**src/pkg/supervisor_pkg.sv**
```systemverilog
`default_nettype none
package supervisor_pkg;
   // service register field layout
   localparam int WIN_MSB = 7;
   localparam int WIN_LSB = 6;
   localparam int KEY_MSB = 5;
   localparam int KEY_LSB = 1;
   localparam int CM_BIT  = 0;
   localparam logic [4:0] SVC_KEY = 5'h0c;
   // values taken when reset is released
   localparam logic [1:0] WIN_RESET = 2'h3;
   localparam logic       CM_RESET  = 1'h1;
   // config option bit that enables the supervisor when low
   localparam int CFG_ENABLE_BIT = 2;
   // window limits in instruction cycles
   localparam logic [15:0] LOWER_LIMIT = 16'h0800;
   localparam logic [15:0] UPPER_M1_8K  = 16'h1fff;
   localparam logic [15:0] UPPER_M1_16K = 16'h3fff;
   localparam logic [15:0] UPPER_M1_32K = 16'h7fff;
   localparam logic [15:0] UPPER_M1_64K = 16'hffff;
   // fault pin held low for one more than this many cycles after sensing
   localparam logic [4:0] FAULT_HOLD_M1 = 5'h0f;
   // clock monitor: no oscillator edge for this long means too slow
   localparam int CLK_MHZ       = 100;
   localparam int CM_TIMEOUT_US = 1000;
   localparam int CM_CYCLES     = CM_TIMEOUT_US * CLK_MHZ;
   typedef enum logic [3:0]
   {
      ST_RUN   = 4'b0001,
      ST_DRIVE = 4'b0010,
      ST_HOLD  = 4'b0100,
      ST_WAIT  = 4'b1000
   } fault_state_t;
endpackage
`default_nettype wire

```
**src/pin_sync.sv**
```systemverilog
`timescale 1ns/10ps
`default_nettype none
module pin_sync #(
   parameter int WIDTH = 2
) (
   input  wire logic             clk_i,
   input  wire logic             rst_i,
   input  wire logic             ce_i,
   input  wire logic [WIDTH-1:0] d_i,
   output logic      [WIDTH-1:0] q_o
);
   logic [WIDTH-1:0] meta;

   // two stages; only the second stage reads the first
   always_ff @(posedge clk_i or posedge rst_i)
   begin
      if (rst_i)
      begin
         meta <= '0;
         q_o  <= '0;
      end
      else if (ce_i)
      begin
         meta <= d_i;
         q_o  <= meta;
      end
   end
endmodule
`default_nettype wire

```
**src/clock_rate_monitor.sv**
```systemverilog
`timescale 1ns/10ps
`default_nettype none
module clock_rate_monitor #(
   parameter int CM_W     = 17,
   parameter int TIMEOUT  = supervisor_pkg::CM_CYCLES
) (
   input  wire logic clk_i,
   input  wire logic rst_i,
   input  wire logic ce_i,
   input  wire logic osc_i,
   output logic      tick_o,
   output logic      slow_o
);
   logic            osc_prev;
   logic [CM_W-1:0] gap;
   wire             osc_edge = osc_i ^ osc_prev;
   wire             gap_full = (gap == CM_W'(TIMEOUT - 1));

   // instruction tick on each rising oscillator edge
   always_ff @(posedge clk_i or posedge rst_i)
   begin
      if (rst_i)
      begin
         osc_prev <= 1'h0;
         tick_o   <= 1'h0;
      end
      else if (ce_i)
      begin
         osc_prev <= osc_i;
         tick_o   <= osc_i & ~osc_prev;
      end
   end

   // gap between edges; a dead oscillator saturates and stays slow
   always_ff @(posedge clk_i or posedge rst_i)
   begin
      if (rst_i)
      begin
         gap    <= '0;
         slow_o <= 1'h0;
      end
      else if (ce_i)
      begin
         if (osc_edge)
         begin
            gap    <= '0;
            slow_o <= 1'h0;
         end
         else if (gap_full)
            slow_o <= 1'h1;
         else
            gap <= gap + CM_W'(1);
      end
   end
endmodule
`default_nettype wire

```
**src/service_window_timer_clkmon.sv**
```systemverilog
`timescale 1ns/10ps
`default_nettype none
// Function
// - service register: window select 7:6, key 5:1, monitor enable 0.
// - a write is a valid service only with key 01100.
// - lower window limit is 2048 cycles for every upper limit.
// - window select 00/01/10/11 gives 8k/16k/32k/64k upper limit.
// - monitor enable bit 0 disables, 1 enables frequency check.
// - supervisor and monitor detect nothing while reset is held.
// - after reset: armed, maximum window, clock monitor enabled.
// - config bit 2 low activates supervisor and its fault pin.
// - only first keyed write after reset loads window and monitor.
// - later writes compare bits 7:1; any mismatch is an error.
// - no valid service before upper limit gives a fault.
// - a service after the first, before 2048 cycles elapse, is an error.
// - fault pin active low, only weak pullup while inactive.
// - drive pin low, hold 16-32 cycles after sensed low, release.
// - window timing restarts when the pin returns high.
// - service writes during an active fault are ignored.
// - slow clock holds pin low; release 16-32 cycles after recovery.
// - monitor accepts 10 kHz and above, rejects below 10 Hz.
// - a dead or slow oscillator after reset gives continual error.
// - reading the service register returns zeros in the key field.
// - supervisor inhibited in either stop mode.
// - key mismatch on the first service is an error.
module service_window_timer_clkmon #(
   parameter int CM_TIMEOUT = supervisor_pkg::CM_CYCLES
) (
   input  wire logic       clk_i,
   input  wire logic       rst_i,
   input  wire logic       ce_i,
   input  wire logic [7:0] config_option_reg_i,
   input  wire logic       stop_mode_i,
   input  wire logic       oscillator_input_pin_i,
   input  wire logic       svc_wr_i,
   input  wire logic [7:0] svc_wdata_i,
   output logic      [7:0] svc_rdata_o,
   input  wire logic       fault_port_pin_i,
   output logic            fault_port_pin_o,
   output logic            fault_port_pin_oe_o
);
   supervisor_pkg::fault_state_t state;
   supervisor_pkg::fault_state_t next_state;
   logic [1:0]  win_sel;
   logic        cm_en;
   logic        configured;
   logic [15:0] cnt;
   logic [15:0] next_cnt;
   logic [4:0]  hold_cnt;
   logic [4:0]  next_hold_cnt;
   logic [1:0]  pins_s;
   logic        tick_raw;
   logic        slow;

   // both pins are asynchronous to clk_i
   pin_sync #(
      .WIDTH (2)
   ) u_sync (
      .clk_i (clk_i),
      .rst_i (rst_i),
      .ce_i  (ce_i),
      .d_i   ({oscillator_input_pin_i, fault_port_pin_i}),
      .q_o   (pins_s)
   );

   // edge gap timeout sits between 50 us and 50 ms half periods
   clock_rate_monitor #(
      .CM_W    (17),
      .TIMEOUT (CM_TIMEOUT)
   ) u_clkmon (
      .clk_i  (clk_i),
      .rst_i  (rst_i),
      .ce_i   (ce_i),
      .osc_i  (pins_s[1]),
      .tick_o (tick_raw),
      .slow_o (slow)
   );

   // qualifiers
   wire active   = ~config_option_reg_i[supervisor_pkg::CFG_ENABLE_BIT];
   wire sup_run  = active & ~stop_mode_i;
   wire tick     = ce_i & tick_raw;
   wire pin_high = pins_s[0];
   wire cm_err   = active & cm_en & slow;
   wire in_run   = (state == supervisor_pkg::ST_RUN);

   // service decode; writes outside RUN fall on the floor
   wire [4:0] wr_key = svc_wdata_i[supervisor_pkg::KEY_MSB:
                                   supervisor_pkg::KEY_LSB];
   wire [1:0] wr_win = svc_wdata_i[supervisor_pkg::WIN_MSB:
                                   supervisor_pkg::WIN_LSB];
   wire       wr_cm  = svc_wdata_i[supervisor_pkg::CM_BIT];
   wire       key_ok = (wr_key == supervisor_pkg::SVC_KEY);
   wire       win_ok = (wr_win == win_sel);
   wire       svc    = ce_i & svc_wr_i & in_run & sup_run;
   // later writes must match window and key, bits 7:1
   wire       svc_valid = key_ok & (~configured | win_ok);
   wire       early     = configured & (cnt < supervisor_pkg::LOWER_LIMIT);
   wire       svc_good  = svc & svc_valid & ~early;
   wire       svc_bad   = svc & ~(svc_valid & ~early);

   // upper limit select
   wire [15:0] upper_m1 =
      (win_sel == 2'h0) ? supervisor_pkg::UPPER_M1_8K  :
      (win_sel == 2'h1) ? supervisor_pkg::UPPER_M1_16K :
      (win_sel == 2'h2) ? supervisor_pkg::UPPER_M1_32K :
                          supervisor_pkg::UPPER_M1_64K;
   // a service landing on the last tick still counts as in time
   wire late = in_run & sup_run & tick & (cnt == upper_m1) & ~svc_good;
   wire trip = in_run & (svc_bad | late | cm_err);
   wire hold_done = tick & (hold_cnt == supervisor_pkg::FAULT_HOLD_M1);

   // fault sequencing on the pin
   always_comb
   begin
      next_state    = state;
      next_hold_cnt = hold_cnt;
      unique case (state)
         supervisor_pkg::ST_RUN:
         begin
            if (trip)
               next_state = supervisor_pkg::ST_DRIVE;
         end
         supervisor_pkg::ST_DRIVE:
         begin
            next_hold_cnt = 5'h00;
            if (~pin_high)
               next_state = supervisor_pkg::ST_HOLD;
         end
         supervisor_pkg::ST_HOLD:
         begin
            if (cm_err)
               next_hold_cnt = 5'h00;
            else if (hold_done)
               next_state = supervisor_pkg::ST_WAIT;
            else if (tick)
               next_hold_cnt = hold_cnt + 5'h01;
         end
         supervisor_pkg::ST_WAIT:
         begin
            if (cm_err)
               next_state = supervisor_pkg::ST_DRIVE;
            else if (pin_high)
               next_state = supervisor_pkg::ST_RUN;
         end
      endcase
   end

   // window counter: one step per instruction cycle
   always_comb
   begin
      next_cnt = cnt;
      if (state == supervisor_pkg::ST_WAIT)
         next_cnt = 16'h0000;
      else if (svc_good)
         next_cnt = 16'h0000;
      else if (in_run & sup_run & tick)
         next_cnt = cnt + 16'h0001;
   end

   always_ff @(posedge clk_i or posedge rst_i)
   begin
      if (rst_i)
      begin
         state    <= supervisor_pkg::ST_RUN;
         cnt      <= 16'h0000;
         hold_cnt <= 5'h00;
      end
      else if (ce_i)
      begin
         state    <= next_state;
         cnt      <= next_cnt;
         hold_cnt <= next_hold_cnt;
      end
   end

   // first keyed write locks the settings until the next reset
   always_ff @(posedge clk_i or posedge rst_i)
   begin
      if (rst_i)
      begin
         win_sel    <= supervisor_pkg::WIN_RESET;
         cm_en      <= supervisor_pkg::CM_RESET;
         configured <= 1'h0;
      end
      else if (svc & key_ok & ~configured)
      begin
         win_sel    <= wr_win;
         cm_en      <= wr_cm;
         configured <= 1'h1;
      end
   end

   // pin drive and readback; pullup is outside, so data is always low
   always_ff @(posedge clk_i or posedge rst_i)
   begin
      if (rst_i)
      begin
         fault_port_pin_o    <= 1'h0;
         fault_port_pin_oe_o <= 1'h0;
         svc_rdata_o         <= 8'h00;
      end
      else if (ce_i)
      begin
         fault_port_pin_o    <= 1'h0;
         fault_port_pin_oe_o <= active &
            ((next_state == supervisor_pkg::ST_DRIVE) |
             (next_state == supervisor_pkg::ST_HOLD));
         svc_rdata_o         <= {win_sel, 5'h00, cm_en};
      end
   end

   wire driving = (state == supervisor_pkg::ST_DRIVE) |
                  (state == supervisor_pkg::ST_HOLD);
endmodule
`default_nettype wire

```
**config.mk**
```make
export PLATFORM = sky130hd
export DESIGN_NAME = service_window_timer_clkmon
export DESIGN_NICKNAME = d
export VERILOG_FILES = /design/src/pkg/supervisor_pkg.sv /design/src/pin_sync.sv /design/src/clock_rate_monitor.sv /design/src/service_window_timer_clkmon.sv
export SDC_FILE = /design/constraint.sdc
export NUM_CORES = 1
export LEC_CHECK = 0
export ABC_AREA = 1
export BUFFER_PORTS_ARGS = -buffer_cell sky130_fd_sc_hd__buf_4
export CORE_UTILIZATION = 48
export DETAILED_ROUTE_END_ITERATION = 10
export PLACE_DENSITY = 0.73
export SETUP_SLACK_MARGIN = 0.4
export SLEW_MARGIN = 15
export SYNTH_ARGS = -nofsm -noshare
export SYNTH_HDL_FRONTEND = slang
export SYNTH_HIERARCHICAL = 1
export SYNTH_SLANG_ARGS = --single-unit
```
**constraint.sdc**
```tcl
create_clock -name clk_i -period 1.9 [get_ports clk_i]
set_clock_uncertainty 0.15 [all_clocks]
set_input_delay 0.57 -clock clk_i [delete_from_list [all_inputs] [get_ports clk_i]]
set_output_delay 0.57 -clock clk_i [all_outputs]
set_load 0.02 [all_outputs]
```
=== After elaboration in Yosys (flattened, before gate mapping) ===
Index checks and enable logic that the tools add are counted.

* Add/sub/neg operators: 3
* $lt $le $gt $ge: 1
* Equality and inequality tests: 16
* Multiplexer cells: 21
* Bitwise operators: 35
* Reduce and logical (&&, ||, !) cells: 8

{| class="wikitable"
|+ Operators with widths
! operator !! count
|-
| $mux 16 || 6
|-
| $mux 17 || 2
|-
| $mux 4 || 6
|-
| $and 1x1->1 || 23
|-
| $add 17x1->17 const B || 1
|-
| $eq 17x17->1 const B || 1
|-
| $add 16x1->16 const B || 1
|-
| $eq 16x16->1 || 1
|-
| $lt 16x12->1 const B || 1
|-
| $pmux 4 s4 || 1
|-
| $mux 5 || 3
|-
| $eq 5x4->1 const B || 2
|-
| $pmux 5 s2 || 1
|-
| $eq 4x2->1 const B || 2
|-
| $eq 4x3->1 const B || 2
|-
| $not 1->1 || 7
|-
| $ne 3x3->1 const B || 2
|-
| $reduce_and 2->1 || 3
|-
| $add 5x1->5 const B || 1
|-
| $eq 4x1->1 const B || 1
|-
| $eq 4x4->1 const B || 1
|-
| $or 1x1->1 || 4
|-
| $reduce_and 4->1 || 1
|-
| $reduce_bool 2->1 || 2
|-
| other kinds (8) || 9
|}

* Register bits after elaboration: 57
* Word-level logic and storage cells: 98

=== Logic depth before layout (Yosys ltp) ===
* Depth in word-level cells: 15
* Gate-level depth with buffers: 17
* Mapped depth without buffers: 16

=== Hierarchy ===
Netlist, hierarchy kept.

{| class="wikitable"
|+ Modules (own cells, without submodules)
! module !! instances !! cells each !! area each (um2)
|-
| service_window_timer_clkmon || 1 || 278 || 2085.8
|-
| clock_rate_monitor || 1 || 172 || 1238.7
|-
| pin_sync || 1 || 18 || 152.6
|}

=== Worst setup path after synthesis ===
Ideal clock, no wire load.

* Kind: register to register
* Start point: reg state[0]
* End point: reg cnt[8]
* Data arrival time: 1.630 ns
* Required time: 1.623 ns
* Path slack: -0.006 ns
* Stages on the path, launching flop included: 12
* Path buffers: 0
* Period minus slack after synthesis: 1.906 ns
* Path through: dfstp_2 -> inv_2 -> nor3_4 -> nand3_2 -> nor2_2 -> o21ai_2 -> nand2_4 -> nand2_4 -> nand2_8 -> nand2_1 -> o21ai_1 -> a21oi_1

* Longest elaborated chain between the ends: 7
* Elaborated cells between the ends (all ways): 12
* Those cells by class: eq/ne (2); mux (2); bitwise (6); reduce/logical (2)

{| class="wikitable"
|+ Ends and longest elaborated chain
! element !! RTL line !! text
|-
| start: declaration || service_window_timer_clkmon.sv:42 || <nowiki>supervisor_pkg::fault_state_t state;</nowiki>
|-
| start signal: assignment || service_window_timer_clkmon.sv:165 || <nowiki>state <= supervisor_pkg::ST_RUN;</nowiki>
|-
| start signal: assignment || service_window_timer_clkmon.sv:171 || <nowiki>state <= next_state;</nowiki>
|-
| $eq 4x1->1 || service_window_timer_clkmon.sv:85 || <nowiki>wire in_run = (state == supervisor_pkg::ST_RUN);</nowiki>
|-
| $and 1x1->1 (2 in series) || service_window_timer_clkmon.sv:95 || <nowiki>wire svc = ce_i & svc_wr_i & in_run & sup_run;</nowiki>
|-
| $and 1x1->1 (2 in series) || service_window_timer_clkmon.sv:99 || <nowiki>wire svc_good = svc & svc_valid & ~early;</nowiki>
|-
| $reduce_bool 3->1 (no line) / $mux 16 (equally long branches) || -- ||
|-
| $reduce_and 2->1 (no line) / $mux 16 (equally long branches) || -- ||
|-
| end signal: assignment || service_window_timer_clkmon.sv:172 || <nowiki>cnt <= next_cnt;</nowiki>
|-
| end: declaration || service_window_timer_clkmon.sv:47 || <nowiki>logic [15:0] cnt;</nowiki>
|}

Several ways; a longest one is shown, not always the timed one.
A chain may end at the register's enable or synchronous reset.

=== Worst setup path in the final report ===
* Start point: reg win_sel[1]
* End point: reg state[0]

* Longest elaborated chain between the ends: 12
* Elaborated cells between the ends (all ways): 23
* Those cells by class: eq/ne (4); mux (5); bitwise (13); reduce/logical (1)

{| class="wikitable"
|+ Ends and longest elaborated chain
! element !! RTL line !! text
|-
| start: declaration || service_window_timer_clkmon.sv:44 || <nowiki>logic [1:0] win_sel;</nowiki>
|-
| start signal: assignment || service_window_timer_clkmon.sv:182 || <nowiki>win_sel <= supervisor_pkg::WIN_RESET;</nowiki>
|-
| start signal: assignment || service_window_timer_clkmon.sv:188 || <nowiki>win_sel <= wr_win;</nowiki>
|-
| $eq 2x2->1 (on tied branches) || service_window_timer_clkmon.sv:106, service_window_timer_clkmon.sv:94 ||
|-
| $mux 16 / $or 1x1->1 (equally long branches) || service_window_timer_clkmon.sv:106, service_window_timer_clkmon.sv:97 ||
|-
| $mux 16 / $and 1x1->1 (equally long branches) || service_window_timer_clkmon.sv:105, service_window_timer_clkmon.sv:97 ||
|-
| $mux 16 / $and 1x1->1 (equally long branches) || service_window_timer_clkmon.sv:104, service_window_timer_clkmon.sv:99 ||
|-
| $eq 16x16->1 / $and 1x1->1 (equally long branches) || service_window_timer_clkmon.sv:109, service_window_timer_clkmon.sv:99 ||
|-
| $and 1x1->1 / $not 1->1 (equally long branches) || service_window_timer_clkmon.sv:109 || <nowiki>wire late = in_run & sup_run & tick & (cnt == upper_m1) & ~svc_good;</nowiki>
|-
| $and 1x1->1 || service_window_timer_clkmon.sv:109 ||
|-
| $or 1x1->1 (*) (2 in series) || service_window_timer_clkmon.sv:110 || <nowiki>wire trip = in_run & (svc_bad | late | cm_err);</nowiki>
|-
| $and 1x1->1 (*) || service_window_timer_clkmon.sv:110 ||
|-
| $mux 4 (*) || service_window_timer_clkmon.sv:121 || <nowiki>if (trip)</nowiki>
|-
| $pmux 4 s4 (*) || service_window_timer_clkmon.sv:118 || <nowiki>unique case (state)</nowiki>
|}

Every way passes the cells marked *; elsewhere a longest branch is shown, timed or not.

==> impl_metrics.py <==
metrics = {
    "global_routing": {
        "antenna_found_initial": 0,
        "grt_pass1_vias": 3530,
        "globalRoute.totalOverflow": 0,
        "grt_pass1_wl_um": 16000,
        "grt_usage": 0.270,
        "grt_start_max_net_pins": 34,
    },
    "logic_synthesis": {
        "synth-main-ff-cell": "dfrtp_1",
        "postSynthCellCount": 468,
        "ys_ff_latch": 57,
        "synthTopCellsByCount": "nand2_1, dfrtp_1, inv_1, nor2_1, nand3_1",
        "synth_area_leaders": "dfrtp_1, nand2_1, inv_1",
        "synth.distinct_cells": 47,
        "synth.most_common_cell": "nand2_1",
        "synth_area_um2": 3480,
        "synthArstFlopShare": 1.00,
        "avgSynthCellArea_um2": 7.43,
        "synth_top_cell_by_area": "dfrtp_1",
        "yosysWarnings": 6,
        "synth_edf_count": 0,
        "seq_area_frac_synth": 0.412,
        "synth_top_area_frac": 0.381,
    },
    "worst_setup_path": {
        "r2r-end": "state[0]",
        "start_kind": "flip-flop",
        "rr_startpoint": "win_sel[1]",
        "crit_chain": "buf_6, nand3_2, nand2_1, inv_1, nand2_1, nor2_1, nand3_1, nand2_1, nand2_1, nand2_1, nand2_2, nand2_2, buf_4, buf_4, a22oi_2",
        "crit_type": "reg -> reg",
        "cp_max_fo": 4,
        "path_depth": 15,
        "cp.required_ns": 2.03,
        "worst-r2r-setup-slack_ns": -0.13,
        "crit_arrival_ns": 2.16,
        "cp_top_family": "simple AND/OR/NAND/NOR gates",
        "cp_slowest_cell": "dfstp_2",
        "reg2reg_depth": 15,
        "critical_path.max_stage_delay_ns": 0.59,
        "crit_top_cell": "nand2_1",
        "path_buf_inv": 4,
        "cp-end-kind": "flip-flop",
    },
    "routing": {
        "wl_met1_um": 4450,
        "top_layer": "met4",
        "wl_met2_um": 5940,
        "drc_errors": 0,
        "postRouteAntennaNets": 0,
        "drt_wl_total_um": 11600,
        "drt_iter0_drc": 309,
        "avgRoutedWirePerCell_um": 16.8,
        "route.met3.wl_um": 754,
        "num_vias": 3897,
        "firstDrtPassIters": 5,
        "vias_per_cell": 5.64,
    },
    "placed_design": {
        "placed_cell_area_um2": 4120,
        "place.port_buffers": 19,
        "routabilityCongestion": 0.908,
        "dp_hpwl_um": 5940,
    },
    "sta": {
        "finalHoldViolations": 0,
        "rsz0062_at_grt": "true",
        "fmax_ghz": 0.492,
        "setup_ws_ns": -0.131,
        "hold_slack_ns": 0.0747,
        "final_max_slew_viol_count": 0,
        "finalCritPeriodShare": 1.07,
        "setup_viol": 19,
        "finalCriticalPeriod_ns": 2.03,
        "timing.setup.tns_ns": -1.54,
    },
    "cells_and_area": {
        "drive_above_1_share": 0.476,
        "num_antenna_cells": 0,
        "stdcell_area_um2": 5380,
        "finish.utilization": 0.780,
        "nets": 619,
        "area_delta_synth_final_pct": 54.8,
    },
    "run_status": {
        "violations": "negative setup slack",
        "status": "complete, but fails checks",
    },
    "pwr": {
        "cellPowerDensity_nw_per_um2": 794,
        "ir_drop_uv": 451,
        "leakagePower_uw": 0.00262,
    },
    "floorplanning": {
        "std_cell_rows": 30,
        "core_um2": 6910,
        "chipWidth_um": 87.1,
        "ios": 33,
        "die_area_um2": 7590,
        "die_h_um": 87.1,
        "start_util": 0.503,
    },
    "clocking": {
        "insertion_delay_ns": 0.35,
        "cts_tree": "done",
        "tritoncts.num_buffers": 9,
        "cts.clk_slew.worst_paths_ns": 0.07,
        "clockBufferDepth": 2,
        "h-tree-depth": 3,
        "cts_root_buffer": "clkbuf_8",
        "cts.sinks": 57,
    },
    "hold_path": {
        "hp-class": "in -> async",
    },
    "flow_run": {
        "cap_violations": 0,
    },
}
registers in the layout (all words and copies together) (netlist names), 2 cells and up:
register,count
svc_rdata_o,3
hold_cnt,5
win_sel,2
u_sync/meta,2
cnt,16
state,4
u_clkmon/gap,17
u_sync/q_o,2
cell usage in the layout (no fill, tap or decap), types with 4 or more instances in the layout:
| cell type | synthesis | final |
|---|---|---|
| nand2_1 | 140 | 103 |
| buf_4 | 6 | 84 |
| dfrtp_1 | 53 | 47 |
| inv_1 | 50 | 40 |
| nand2_2 | 1 | 27 |
| buf_6 | 3 | 27 |
| nor2_1 | 44 | 26 |
| nand3_1 | 35 | 25 |
| o21ai_2 | 4 | 17 |
| nand2_4 | 3 | 12 |
| nor2_4 | 0 | 12 |
| clkbuf_8 | 0 | 12 |
| nor2_2 | 5 | 11 |
| a21oi_1 | 15 | 11 |
| inv_2 | 4 | 10 |
| nand3_2 | 4 | 10 |
| nand4_1 | 8 | 8 |
| xor2_1 | 8 | 8 |
| o21ai_1 | 10 | 8 |
| o21ai_0 | 20 | 7 |
| conb_1 | 1 | 6 |
| dfrtp_2 | 0 | 6 |
| xnor2_1 | 6 | 5 |
| a21oi_2 | 1 | 5 |
| buf_12 | 0 | 5 |
| nor3_2 | 0 | 4 |
| nand2_8 | 1 | 4 |
| nand3_4 | 0 | 4 |
| dfstp_2 | 4 | 4 |
kinds of logic after synthesis:
logic type	synth area share
buf+inv	0.0860
flops	0.412
fa+ha+maj	0.0180
simple gates	0.335
mux	0.00288
xor+xnor	0.0353
other cells	0.00108
compound gates	0.110
worst max path at each step:
| stage | start | end | slack [ns] |
|---|---|---|---|
| global route | win_sel[0] | fault_port_pin_oe_o | -0.27 |
| detailed placement | svc_wdata_i[6] | cnt[8] | -0.17 |
| floorplan | state[3] | cnt[0] | 0.03 |
| CTS | state[3] | cnt[8] | -0.01 |
| finish | win_sel[1] | state[0] | -0.13 |
| global placement | svc_wdata_i[7] | cnt[15] | -0.13 |
report_power, final:
group / switching [uW] / total [uW] / internal (uW)
Combinational: 902 / 1670 / 766
Sequential: 148 / 1530 / 1380
Clock: 512 / 1080 / 566
per-layer routing:
metal / vias to the layer above / track usage
met3: 60 / 0.0351
li1: 1747 / -
met2: 191 / 0.488
met4: 0 / 0.101
met1: 1899 / 0.328
met5: - / 0
per-stage QoR:
step                      power, uW  setup WS [ns]  instances
after floorplan                2180         0.0342        473
after global placement         2560         -0.128        621
after detailed placement       2600         -0.172        621
after CTS                      3940        -0.0103        665
after global routing           4460         -0.266        691
final                          4280         -0.131        691
worst reg2reg max path: stages, from the launching register on:
cell and delay, ns:
dfstp_2 0.59, buf_6 0.13, nand3_2 0.07, nand2_1 0.07, inv_1 0.04, nand2_1 0.06
nor2_1 0.05, nand3_1 0.10, nand2_1 0.06, nand2_1 0.06, nand2_1 0.07, nand2_2 0.09
nand2_2 0.06, buf_4 0.13, buf_4 0.12, a22oi_2 0.10
repair_timing:
| action | CTS | global route |
|---|---|---|
| endpoints found under the hold margin | 4 | 0 |
| hold buffers | 1 | 0 |
| pin swaps | 34 | 25 |
| resized for setup | 91 | 74 |
| cloned | 2 | 0 |
| buffers inserted | 26 | 26 |
| setup endpoints to repair | 51 | 52 |
final cells by class:
| cell class | instances | area (um^2) |
|---|---|---|
| clock buffer | 12 | 165 |
| clock inverter | 3 | 15.0 |
| fill | 400 | 1520 |
| inverter | 54 | 218 |
| multi-input combinational | 350 | 2340 |
| sequential | 57 | 1440 |
| tap | 96 | 120 |
| timing repair buffer | 119 | 1090 |
No activity file was read; power rests on OpenSTA's default activity.
